`config.mk`:
```
export PLATFORM = sky130hd
export DESIGN_NAME = pwm_output_stage
export DESIGN_NICKNAME = d
export VERILOG_FILES = /design/src/pwm_stage_pkg.sv /design/src/pwm_output_stage.sv
export SDC_FILE = /design/constraint.sdc
export NUM_CORES = 1
export LEC_CHECK = 0
export ABC_AREA = 1
export BUFFER_PORTS_ARGS = -buffer_cell sky130_fd_sc_hd__buf_2
export CORE_ASPECT_RATIO = 0.5
export CORE_MARGIN = 3
export CORE_UTILIZATION = 58
export DETAILED_ROUTE_END_ITERATION = 12
export PLACE_DENSITY = 0.76
export SKIP_LAST_GASP = 1
export SLEW_MARGIN = 20
export SYNTH_ARGS = -nofsm -noshare
export SYNTH_HDL_FRONTEND = slang
export SYNTH_SLANG_ARGS = --single-unit
```
`constraint.sdc`:
```
create_clock -name clk -period 2 [get_ports clk]
set_clock_uncertainty 0.1 [all_clocks]
set_input_delay 0.4 -clock clk [delete_from_list [all_inputs] [get_ports clk]]
set_output_delay 0.4 -clock clk [all_outputs]
set_load 0.005 [all_outputs]
```
`src/pwm_stage_pkg.sv`:
```
// Constants for the PWM output stage: register map, field positions,
// reset values, mode encodings and instruction-cycle timing.
// Assumes the block clock is the oscillator clock (Tosc) at 200 MHz.
package pwm_stage_pkg;

    // Register bus widths.
    localparam int ADDR_W = 3;
    localparam int DATA_W = 8;

    // Register offsets on the plain register port.
    localparam logic [2:0] ADDR_SHUTDOWN_CONTROL = 3'h0;
    localparam logic [2:0] ADDR_RESTART_DEADBAND = 3'h1;
    localparam logic [2:0] ADDR_MODE_CONTROL = 3'h2;
    localparam logic [2:0] ADDR_STEERING_CONTROL = 3'h3;
    localparam logic [2:0] ADDR_SYNC_CONTROL = 3'h4;

    // Reset values.
    localparam logic [7:0] RESET_SHUTDOWN_CONTROL = 8'h00;
    localparam logic [7:0] RESET_RESTART_DEADBAND = 8'h00;
    localparam logic [7:0] RESET_MODE_CONTROL = 8'h00;
    localparam logic [7:0] RESET_STEERING_CONTROL = 8'h01;
    localparam logic [7:0] RESET_SYNC_CONTROL = 8'h00;

    // Field positions.
    localparam int SD_STATUS_BIT = 7;
    localparam int SD_SELECT_LSB = 4;
    localparam int PAIR_AC_LSB = 2;
    localparam int PAIR_BD_LSB = 0;
    localparam int RESTART_BIT = 7;
    localparam int DEADBAND_LSB = 0;
    localparam int MODE_CFG_LSB = 6;
    localparam int MODE_HIGH_LSB = 2;
    localparam int POLARITY_LSB = 0;
    localparam int STEER_SYNC_BIT = 4;
    localparam int STEER_EN_LSB = 0;
    localparam int COMPARATOR_TWO_SYNC_BIT = 0;

    // Mode high bits that select the enhanced PWM function.
    localparam logic [1:0] PWM_MODE_HIGH = 2'h3;

    // Output configuration encodings.
    typedef enum logic [1:0] {
        CFG_SINGLE = 2'b00,
        CFG_FULL_FWD = 2'b01,
        CFG_HALF = 2'b10,
        CFG_FULL_REV = 2'b11
    } output_config_t;

    // Instruction cycle is four oscillator periods.
    localparam int CLK_PERIOD_NS = 5;
    localparam int TOSC_NS = 5;
    localparam int TCY_NS = 4 * TOSC_NS;
    localparam int TCY_CYCLES = (TCY_NS + CLK_PERIOD_NS - 1) / CLK_PERIOD_NS;
    localparam logic [1:0] TCY_LAST = 2'(TCY_CYCLES - 1);

endpackage : pwm_stage_pkg

```
`src/pwm_output_stage.sv`:
```
// PWM output stage: auto-shutdown, restart, dead band and pulse steering.
// Assumes a period and duty generator supplies pwm_raw and period_start,
// and that all inputs are synchronous to clk.
//
// The strobed register port and the placing of the registers were chosen for this implementation.
`timescale 1ns/1ps
`default_nettype none

module pwm_output_stage
    import pwm_stage_pkg::*;
(
    input wire logic clk,
    input wire logic resetn,
    input wire logic [ADDR_W-1:0] reg_addr,
    input wire logic [DATA_W-1:0] reg_wdata,
    input wire logic reg_write,
    input wire logic reg_read,
    output logic [DATA_W-1:0] reg_rdata,
    input wire logic pwm_raw,
    input wire logic period_start,
    input wire logic comparator_one_out,
    input wire logic comparator_two_out,
    input wire logic timer1_sync_tick,
    input wire logic ext_interrupt_pin,
    output logic pwm_out_a,
    output logic pwm_out_a_oe_n,
    output logic pwm_out_b,
    output logic pwm_out_b_oe_n,
    output logic pwm_out_c,
    output logic pwm_out_c_oe_n,
    output logic pwm_out_d,
    output logic pwm_out_d_oe_n
);

    // Next value of a dead-band counter: reload while the scheduled
    // output is inactive, count down on instruction-cycle ticks otherwise.
    function automatic logic [6:0] next_delay(
        input logic sched,
        input logic tick,
        input logic [6:0] count,
        input logic [6:0] reload
    );
        logic [6:0] result;
        result = count;
        if (!sched) begin
            result = reload;
        end else if (tick && (count != 7'h00)) begin
            result = count - 7'h01;
        end
        return result;
    endfunction : next_delay

    // Drive decision for a pin held in its shutdown state.
    // Bit 1 set floats the pin with its level at zero; otherwise bit 0
    // is the level driven onto the pin.
    function automatic logic [1:0] shutdown_drive(input logic [1:0] state);
        logic [1:0] result;
        result = 2'b00;
        unique case (state)
            2'b00: begin
                result = 2'b00;
            end
            2'b01: begin
                result = 2'b01;
            end
            2'b10, 2'b11: begin
                result = 2'b10;
            end
        endcase
        return result;
    endfunction : shutdown_drive

    logic [DATA_W-1:0] shutdown_control;
    logic [DATA_W-1:0] pwm_restart_deadband_control;
    logic [DATA_W-1:0] mode_control;
    logic [DATA_W-1:0] steering_control;
    logic comparator_two_sync;
    logic shutdown_event_status;
    logic run_enabled;
    logic [3:0] steer_active;
    logic [1:0] tcy_count;
    logic tcy_tick;
    logic comparator_two_held;
    logic comparator_two_eff;
    logic [6:0] delay_a;
    logic [6:0] delay_b;
    logic source_hit;
    logic shutdown_now;
    logic [2:0] shutdown_source_select;
    logic [1:0] pair_ac_shutdown_state;
    logic [1:0] pair_bd_shutdown_state;
    logic auto_restart_enable;
    logic [6:0] dead_band_count;
    logic [1:0] unit_mode_high_bits;
    logic [1:0] output_polarity_select;
    output_config_t output_configuration;
    logic steering_sync_select;
    logic pwm_on;
    logic [3:0] pin_used;
    logic [3:0] pin_active;
    logic [3:0] pin_level;
    logic [3:0] pin_oe_n;
    logic wr_shutdown;

    // Field views of the control registers.
    assign shutdown_source_select = shutdown_control[SD_SELECT_LSB +: 3];
    assign pair_ac_shutdown_state = shutdown_control[PAIR_AC_LSB +: 2];
    assign pair_bd_shutdown_state = shutdown_control[PAIR_BD_LSB +: 2];
    assign auto_restart_enable = pwm_restart_deadband_control[RESTART_BIT];
    assign dead_band_count = pwm_restart_deadband_control[DEADBAND_LSB +: 7];
    assign unit_mode_high_bits = mode_control[MODE_HIGH_LSB +: 2];
    assign output_polarity_select = mode_control[POLARITY_LSB +: 2];
    assign output_configuration = output_config_t'(mode_control[MODE_CFG_LSB +: 2]);
    assign steering_sync_select = steering_control[STEER_SYNC_BIT];
    assign pwm_on = (unit_mode_high_bits == PWM_MODE_HIGH);
    assign wr_shutdown = reg_write && (reg_addr == ADDR_SHUTDOWN_CONTROL);

    // Instruction-cycle tick, one clock in every four. Its phase runs free
    // from reset, so a dead band of n counts lasts exactly n instruction
    // cycles only when the PWM edges fall on tick boundaries.
    always_ff @(posedge clk or negedge resetn) begin
        if (!resetn) begin
            tcy_count <= 2'h0;
        end else if (tcy_count == TCY_LAST) begin
            tcy_count <= 2'h0;
        end else begin
            tcy_count <= tcy_count + 2'h1;
        end
    end
    assign tcy_tick = (tcy_count == TCY_LAST);

    // Plain control registers; the status bit is kept separately.
    always_ff @(posedge clk or negedge resetn) begin
        if (!resetn) begin
            shutdown_control <= RESET_SHUTDOWN_CONTROL;
            pwm_restart_deadband_control <= RESET_RESTART_DEADBAND;
            mode_control <= RESET_MODE_CONTROL;
            steering_control <= RESET_STEERING_CONTROL;
            comparator_two_sync <= RESET_SYNC_CONTROL[COMPARATOR_TWO_SYNC_BIT];
        end else if (reg_write) begin
            unique case (reg_addr)
                ADDR_SHUTDOWN_CONTROL: begin
                    shutdown_control <= reg_wdata;
                end
                ADDR_RESTART_DEADBAND: begin
                    pwm_restart_deadband_control <= reg_wdata;
                end
                ADDR_MODE_CONTROL: begin
                    mode_control <= reg_wdata;
                end
                ADDR_STEERING_CONTROL: begin
                    steering_control <= {3'h0, reg_wdata[4:0]};
                end
                ADDR_SYNC_CONTROL: begin
                    comparator_two_sync <= reg_wdata[COMPARATOR_TWO_SYNC_BIT];
                end
                default: begin
                end
            endcase
        end
    end

    // Comparator two is resampled on the timer tick when sync is on.
    // A level caught by the tick stays held until the next tick, even
    // after the comparator itself has dropped.
    always_ff @(posedge clk or negedge resetn) begin
        if (!resetn) begin
            comparator_two_held <= 1'b0;
        end else if (timer1_sync_tick) begin
            comparator_two_held <= comparator_two_out;
        end
    end
    assign comparator_two_eff = comparator_two_sync ? comparator_two_held : comparator_two_out;

    // Shutdown source decode; comparators count while their output is
    // high, the interrupt pin while it is low.
    always_comb begin
        source_hit = 1'b0;
        if (shutdown_source_select[0] && comparator_one_out) begin
            source_hit = 1'b1;
        end
        if (shutdown_source_select[1] && comparator_two_eff) begin
            source_hit = 1'b1;
        end
        if (shutdown_source_select[2] && !ext_interrupt_pin) begin
            source_hit = 1'b1;
        end
    end

    // Sticky status bit. A live source wins over any write, so clearing
    // is refused while the condition persists.
    // A firmware write of one is a shutdown event of its own; with auto
    // restart on it clears again in the following cycle.
    always_ff @(posedge clk or negedge resetn) begin
        if (!resetn) begin
            shutdown_event_status <= 1'b0;
        end else if (source_hit) begin
            shutdown_event_status <= 1'b1;
        end else if (wr_shutdown) begin
            shutdown_event_status <= reg_wdata[SD_STATUS_BIT];
        end else if (auto_restart_enable && shutdown_event_status) begin
            shutdown_event_status <= 1'b0;
        end
    end

    // The pins are forced with no clock in the path, from either the
    // live condition or the latched status.
    assign shutdown_now = source_hit || shutdown_event_status;

    // After a restart the outputs stay in shutdown state until the clock after
    // the next period_start, so the first clock of that period still shows shutdown.
    // Reset leaves it set, since the cleared mode register already keeps
    // every pin released until firmware selects a PWM mode.
    always_ff @(posedge clk or negedge resetn) begin
        if (!resetn) begin
            run_enabled <= 1'b1;
        end else if (shutdown_now) begin
            run_enabled <= 1'b0;
        end else if (period_start) begin
            run_enabled <= 1'b1;
        end
    end

    // Steering enables take effect in the second cycle after the writing cycle, or at the
    // next period start when synchronised steering is selected.
    // Synchronised steering switches one clock after period_start, so that clock still follows the old enables.
    always_ff @(posedge clk or negedge resetn) begin
        if (!resetn) begin
            steer_active <= RESET_STEERING_CONTROL[STEER_EN_LSB +: 4];
        end else if (!steering_sync_select) begin
            steer_active <= steering_control[STEER_EN_LSB +: 4];
        end else if (period_start) begin
            steer_active <= steering_control[STEER_EN_LSB +: 4];
        end
    end

    // Dead-band counters for the half-bridge pair; A follows the PWM and
    // B its complement.
    // A count longer than the active time reloads before reaching zero,
    // so that output stays inactive for the whole cycle.
    always_ff @(posedge clk or negedge resetn) begin
        if (!resetn) begin
            delay_a <= 7'h00;
            delay_b <= 7'h00;
        end else begin
            delay_a <= next_delay(pwm_raw, tcy_tick, delay_a, dead_band_count);
            delay_b <= next_delay(!pwm_raw, tcy_tick, delay_b, dead_band_count);
        end
    end

    // Per-pin use and active state for each output configuration.
    always_comb begin
        pin_used = 4'h0;
        pin_active = 4'h0;
        unique case (output_configuration)
            CFG_SINGLE: begin
                pin_used = steer_active;
                pin_active = {4{pwm_raw}};
            end
            CFG_HALF: begin
                pin_used = 4'h3;
                // Rising edges wait out the count; falling edges are at once.
                pin_active[0] = pwm_raw && (delay_a == 7'h00);
                pin_active[1] = !pwm_raw && (delay_b == 7'h00);
            end
            CFG_FULL_FWD: begin
                pin_used = 4'hf;
                pin_active[0] = 1'b1;
                pin_active[3] = pwm_raw;
            end
            CFG_FULL_REV: begin
                pin_used = 4'hf;
                pin_active[2] = 1'b1;
                pin_active[1] = pwm_raw;
            end
        endcase
    end

    // Pin drivers. Unused pins are released to the port; used pins show
    // the PWM with pair polarity, or their pair's shutdown state.
    // A shutdown never touches a pin outside the mode or the steering,
    // so any other function sharing that pin keeps working.
    always_comb begin
        logic [1:0] drive;
        logic low_pol;
        drive = 2'h0;
        low_pol = 1'b0;
        pin_level = 4'h0;
        pin_oe_n = 4'hf;
        for (int i = 0; i < 4; i++) begin
            low_pol = (i % 2 == 0) ? output_polarity_select[1] : output_polarity_select[0];
            if (pwm_on && pin_used[i]) begin
                if (shutdown_now || !run_enabled) begin
                    if (i % 2 == 0) begin
                        drive = shutdown_drive(pair_ac_shutdown_state);
                    end else begin
                        drive = shutdown_drive(pair_bd_shutdown_state);
                    end
                    pin_level[i] = drive[0] && !drive[1];
                    pin_oe_n[i] = drive[1];
                end else begin
                    pin_level[i] = pin_active[i] ^ low_pol;
                    pin_oe_n[i] = 1'b0;
                end
            end
        end
    end

    assign pwm_out_a = pin_level[0];
    assign pwm_out_b = pin_level[1];
    assign pwm_out_c = pin_level[2];
    assign pwm_out_d = pin_level[3];
    assign pwm_out_a_oe_n = pin_oe_n[0];
    assign pwm_out_b_oe_n = pin_oe_n[1];
    assign pwm_out_c_oe_n = pin_oe_n[2];
    assign pwm_out_d_oe_n = pin_oe_n[3];

    // Read data appear in the cycle after the read strobe only.
    // The live status bit is merged into the shutdown control byte, and
    // unmapped addresses read as zero.
    always_ff @(posedge clk or negedge resetn) begin
        if (!resetn) begin
            reg_rdata <= 8'h00;
        end else if (reg_read) begin
            unique case (reg_addr)
                ADDR_SHUTDOWN_CONTROL: begin
                    reg_rdata <= {shutdown_event_status, shutdown_control[6:0]};
                end
                ADDR_RESTART_DEADBAND: begin
                    reg_rdata <= pwm_restart_deadband_control;
                end
                ADDR_MODE_CONTROL: begin
                    reg_rdata <= mode_control;
                end
                ADDR_STEERING_CONTROL: begin
                    reg_rdata <= steering_control;
                end
                ADDR_SYNC_CONTROL: begin
                    reg_rdata <= {7'h00, comparator_two_sync};
                end
                default: begin
                    reg_rdata <= 8'h00;
                end
            endcase
        end else begin
            reg_rdata <= 8'h00;
        end
    end

endmodule : pwm_output_stage

`default_nettype wire

```
==> metrics <==
run status finished with violations; violated checks setup timing; I/O Buffers 36; CTS Buf Count 9; Final Hold Viols 0; Max Fclk 443 MHz; Worst Setup End Kind output port; drt total wl 8030 um; Worst R2R Start delay_b[1]$_DFFE_PN0P_; Die W 111 um; ant diodes 0; clk_lat worst skew 0.34 ns; hold_ws 0.152 ns; CTS tree built; worst hold path startpoint timer1_sync_tick; Reg2Reg Depth 10; Crit Path Category flip-flop to output port; final number of setup-violating endpoints 8; Hold Crit Depth 2; worst-path fanout max 4; FP Rows 18; pre-CTS WS -0.00000544 ns; total power 0.00378 W; final instance area 3870 um^2; sequential fraction of the synthesis area 47.4%; Hold Path End comparator_two_held$_DFFE_PN0P_; CP required 1.50 ns; clock sinks 60; most frequent cells in the layout nand2_1, dfrtp_1, inv_1; VDD IR max 0.000585 V; Worst-Margin Slew 0.444 ns; total global-route track usage 27.2%; Die Y 58.3 um; vias in the first global route 2,845; period utilization 113%; Vias 2,852; IO Count 37; Tmin final 2.26 ns; placed cell area 3490 um^2; Area contributors post-synth dfrtp_1, nand2_1, inv_1, o21ai_2, o21ai_0; gr ovfl total 0; post-synth top area cell dfrtp_1; DRC marker count from the first detailed-route iteration 255; Final Util 75.7%; largest net degree at the start of global routing 29; main combinational cell family by area after synthesis simple AND/OR/NAND/NOR gates; DR pass1 iterations 5; layout cells sized above 1 27.2%; Synth Area in XOR/XNOR 3.03%; commonest non-fill, non-tap cell in the layout nand2_1; RSZ-0062 raised after global routing yes; wire length per cell 15.4 um; r2r endpoint delay_b[2]$_DFFE_PN0P_; DP Wirelength 5620 um; HP Class input pin to flip-flop; Die ar. 6450 um^2; Avg Cell Area, Syn 8.18 um^2; number of distinct library cells after synthesis 33; post-route ant nets 0; via/cell ratio 5.46; Worst slew margin 70.4%; Synth Area in Adders 3.94%; CTS Buffer Depth 2; Synthesized Nets 419; power density over cell area 977 nW/um^2; Worst Setup Slack, final -0.258 ns; CP Launch Type flip-flop; RD Place Congestion 0.924; post-synthesis mux area share 0%; H-tree Lvls 3; Yosys warnings 0; Fill cells 380; P&R area growth vs syn 21.8%; leakage 1.94 nW; cells after synthesis 388; Arrival @ worst endpoint 1.76 ns; CTS clk-pin slew, worst paths 0.07 ns; clock tree root buffer cell clkbuf_8; first-pass GRT wire length 13,500 um; initial core utilization 62.1%; Final #Nets 478; cell area after synthesis 3180 um^2; # Max-Cap Violations 0; internal reg-to-reg setup slack 0.47 ns; initial antenna violation count 0; core area 5110 um^2; area share of and/or/nand/nor cells after synthesis 24.5%; post-synth top area share 44.9%; Slew Limit Fails 0; post-synthesis compound-gate area fraction 13.7%; Remaining DRCs 0; Synth Register Bits 60
## report_power, final
group,internal (W),switching [W]
combinational,0.000440,0.000607
sequential,0.00145,0.000204
clock,0.000608,0.000476
total,0.00249,0.00129
## layer usage
layer | global-route usage (%) | share of wire [%]
met1 | 34.5 | 43
met3 | 9.14 | 7.8
met4 | 10.5 | 2.0
met2 | 44.4 | 48
met5 | 0 | 0
## worst max-delay path: stages (launching register included)
cell,delay [ns]
dfrtp_1,0.42
buf_4,0.16
ha_4,0.15
nand2_1,0.06
inv_1,0.04
nand4_1,0.08
nand2_1,0.07
nand3_1,0.08
nand2_1,0.06
nor2_1,0.11
nor2_1,0.06
buf_2,0.13
## logic make-up (layout without fill, tap and decap cells)
logic type      count (synthesis)  after routing
xor+xnor                       11             11
compound gates                 67             67
buf+inv                        56            120
simple gates                  184            184
flops                          60             60
fa+ha+maj                      10             10
## stage by stage
| stage | TNS [ns] | cells |
|---|---|---|
| final | -1.41 | 522 |
| after floorplan | 0 | 388 |
| after global routing | -2.20 | 522 |
| after detailed placement | -0.00000544 | 499 |
| after CTS | -1.29 | 521 |
| after global placement | 0 | 499 |
## sequential cells by signal, indices dropped and copies added, names as in the netlist
| name | cells |
|---|---|
| tcy_count | 2 |
| steer_active | 4 |
| shutdown_event_status | 1 |
| reg_rdata | 8 |
| run_enabled | 1 |
| comparator_two_held | 1 |
| delay_b | 7 |
| shutdown_control | 7 |
| delay_a | 7 |
| comparator_two_sync | 1 |
| pwm_restart_deadband_control | 8 |
| mode_control | 8 |
| steering_control | 5 |
## synthesized netlist by cell type (all sizes together)
master   instances
and2             1
dfstp            3
nand2          133
buf              4
o21bai           1
a21oi           11
nor3             3
nand4            3
xnor2            1
xor2            10
dfrtp           57
nand3           18
o31ai            1
o22ai            1
o21ai           41
o221ai           1
or2              1
a41oi            4
inv             51
clkbuf           1
nor2            25
o2111ai          1
ha              10
o211ai           6
## timing repair
| item | in CTS | in global routing |
|---|---|---|
| endpoints found under the setup margin | 8 | 8 |
| gates cloned | 0 | 0 |
| pin swaps | 5 | 5 |
| resized for setup | 24 | 10 |
| setup buffers | 5 | 1 |
| hold buffers | 1 | 0 |
| endpoints found under the hold margin | 16 | 0 |
## worst max path at each step
stage	start	end	slack (ns)	cells after the start
after global placement	comparator_two_out	pwm_out_a	0.05	9
after CTS	mode_control[6]$_DFFE_PN0P_	pwm_out_a	-0.22	11
after floorplan	mode_control[6]$_DFFE_PN0P_	pwm_out_b	0.30	7
final	mode_control[7]$_DFFE_PN0P_	pwm_out_a	-0.26	11
after global routing	mode_control[7]$_DFFE_PN0P_	pwm_out_d	-0.39	8
after detailed placement	comparator_one_out	pwm_out_a	-0.000005	10
## area by class of cell
type                       count  area, um^2  share of cell area, %
multi-input combinational    272        1550                   40.0
sequential                    60        1510                   38.9
timing repair buffer          53         335                   8.67
inverter                      51         196                   5.08
clock buffer                  12         145                   3.75
tap                           70        87.6                   2.26
clock inverter                 4        48.8                   1.26
No activity file was read; power rests on OpenSTA's default activity.
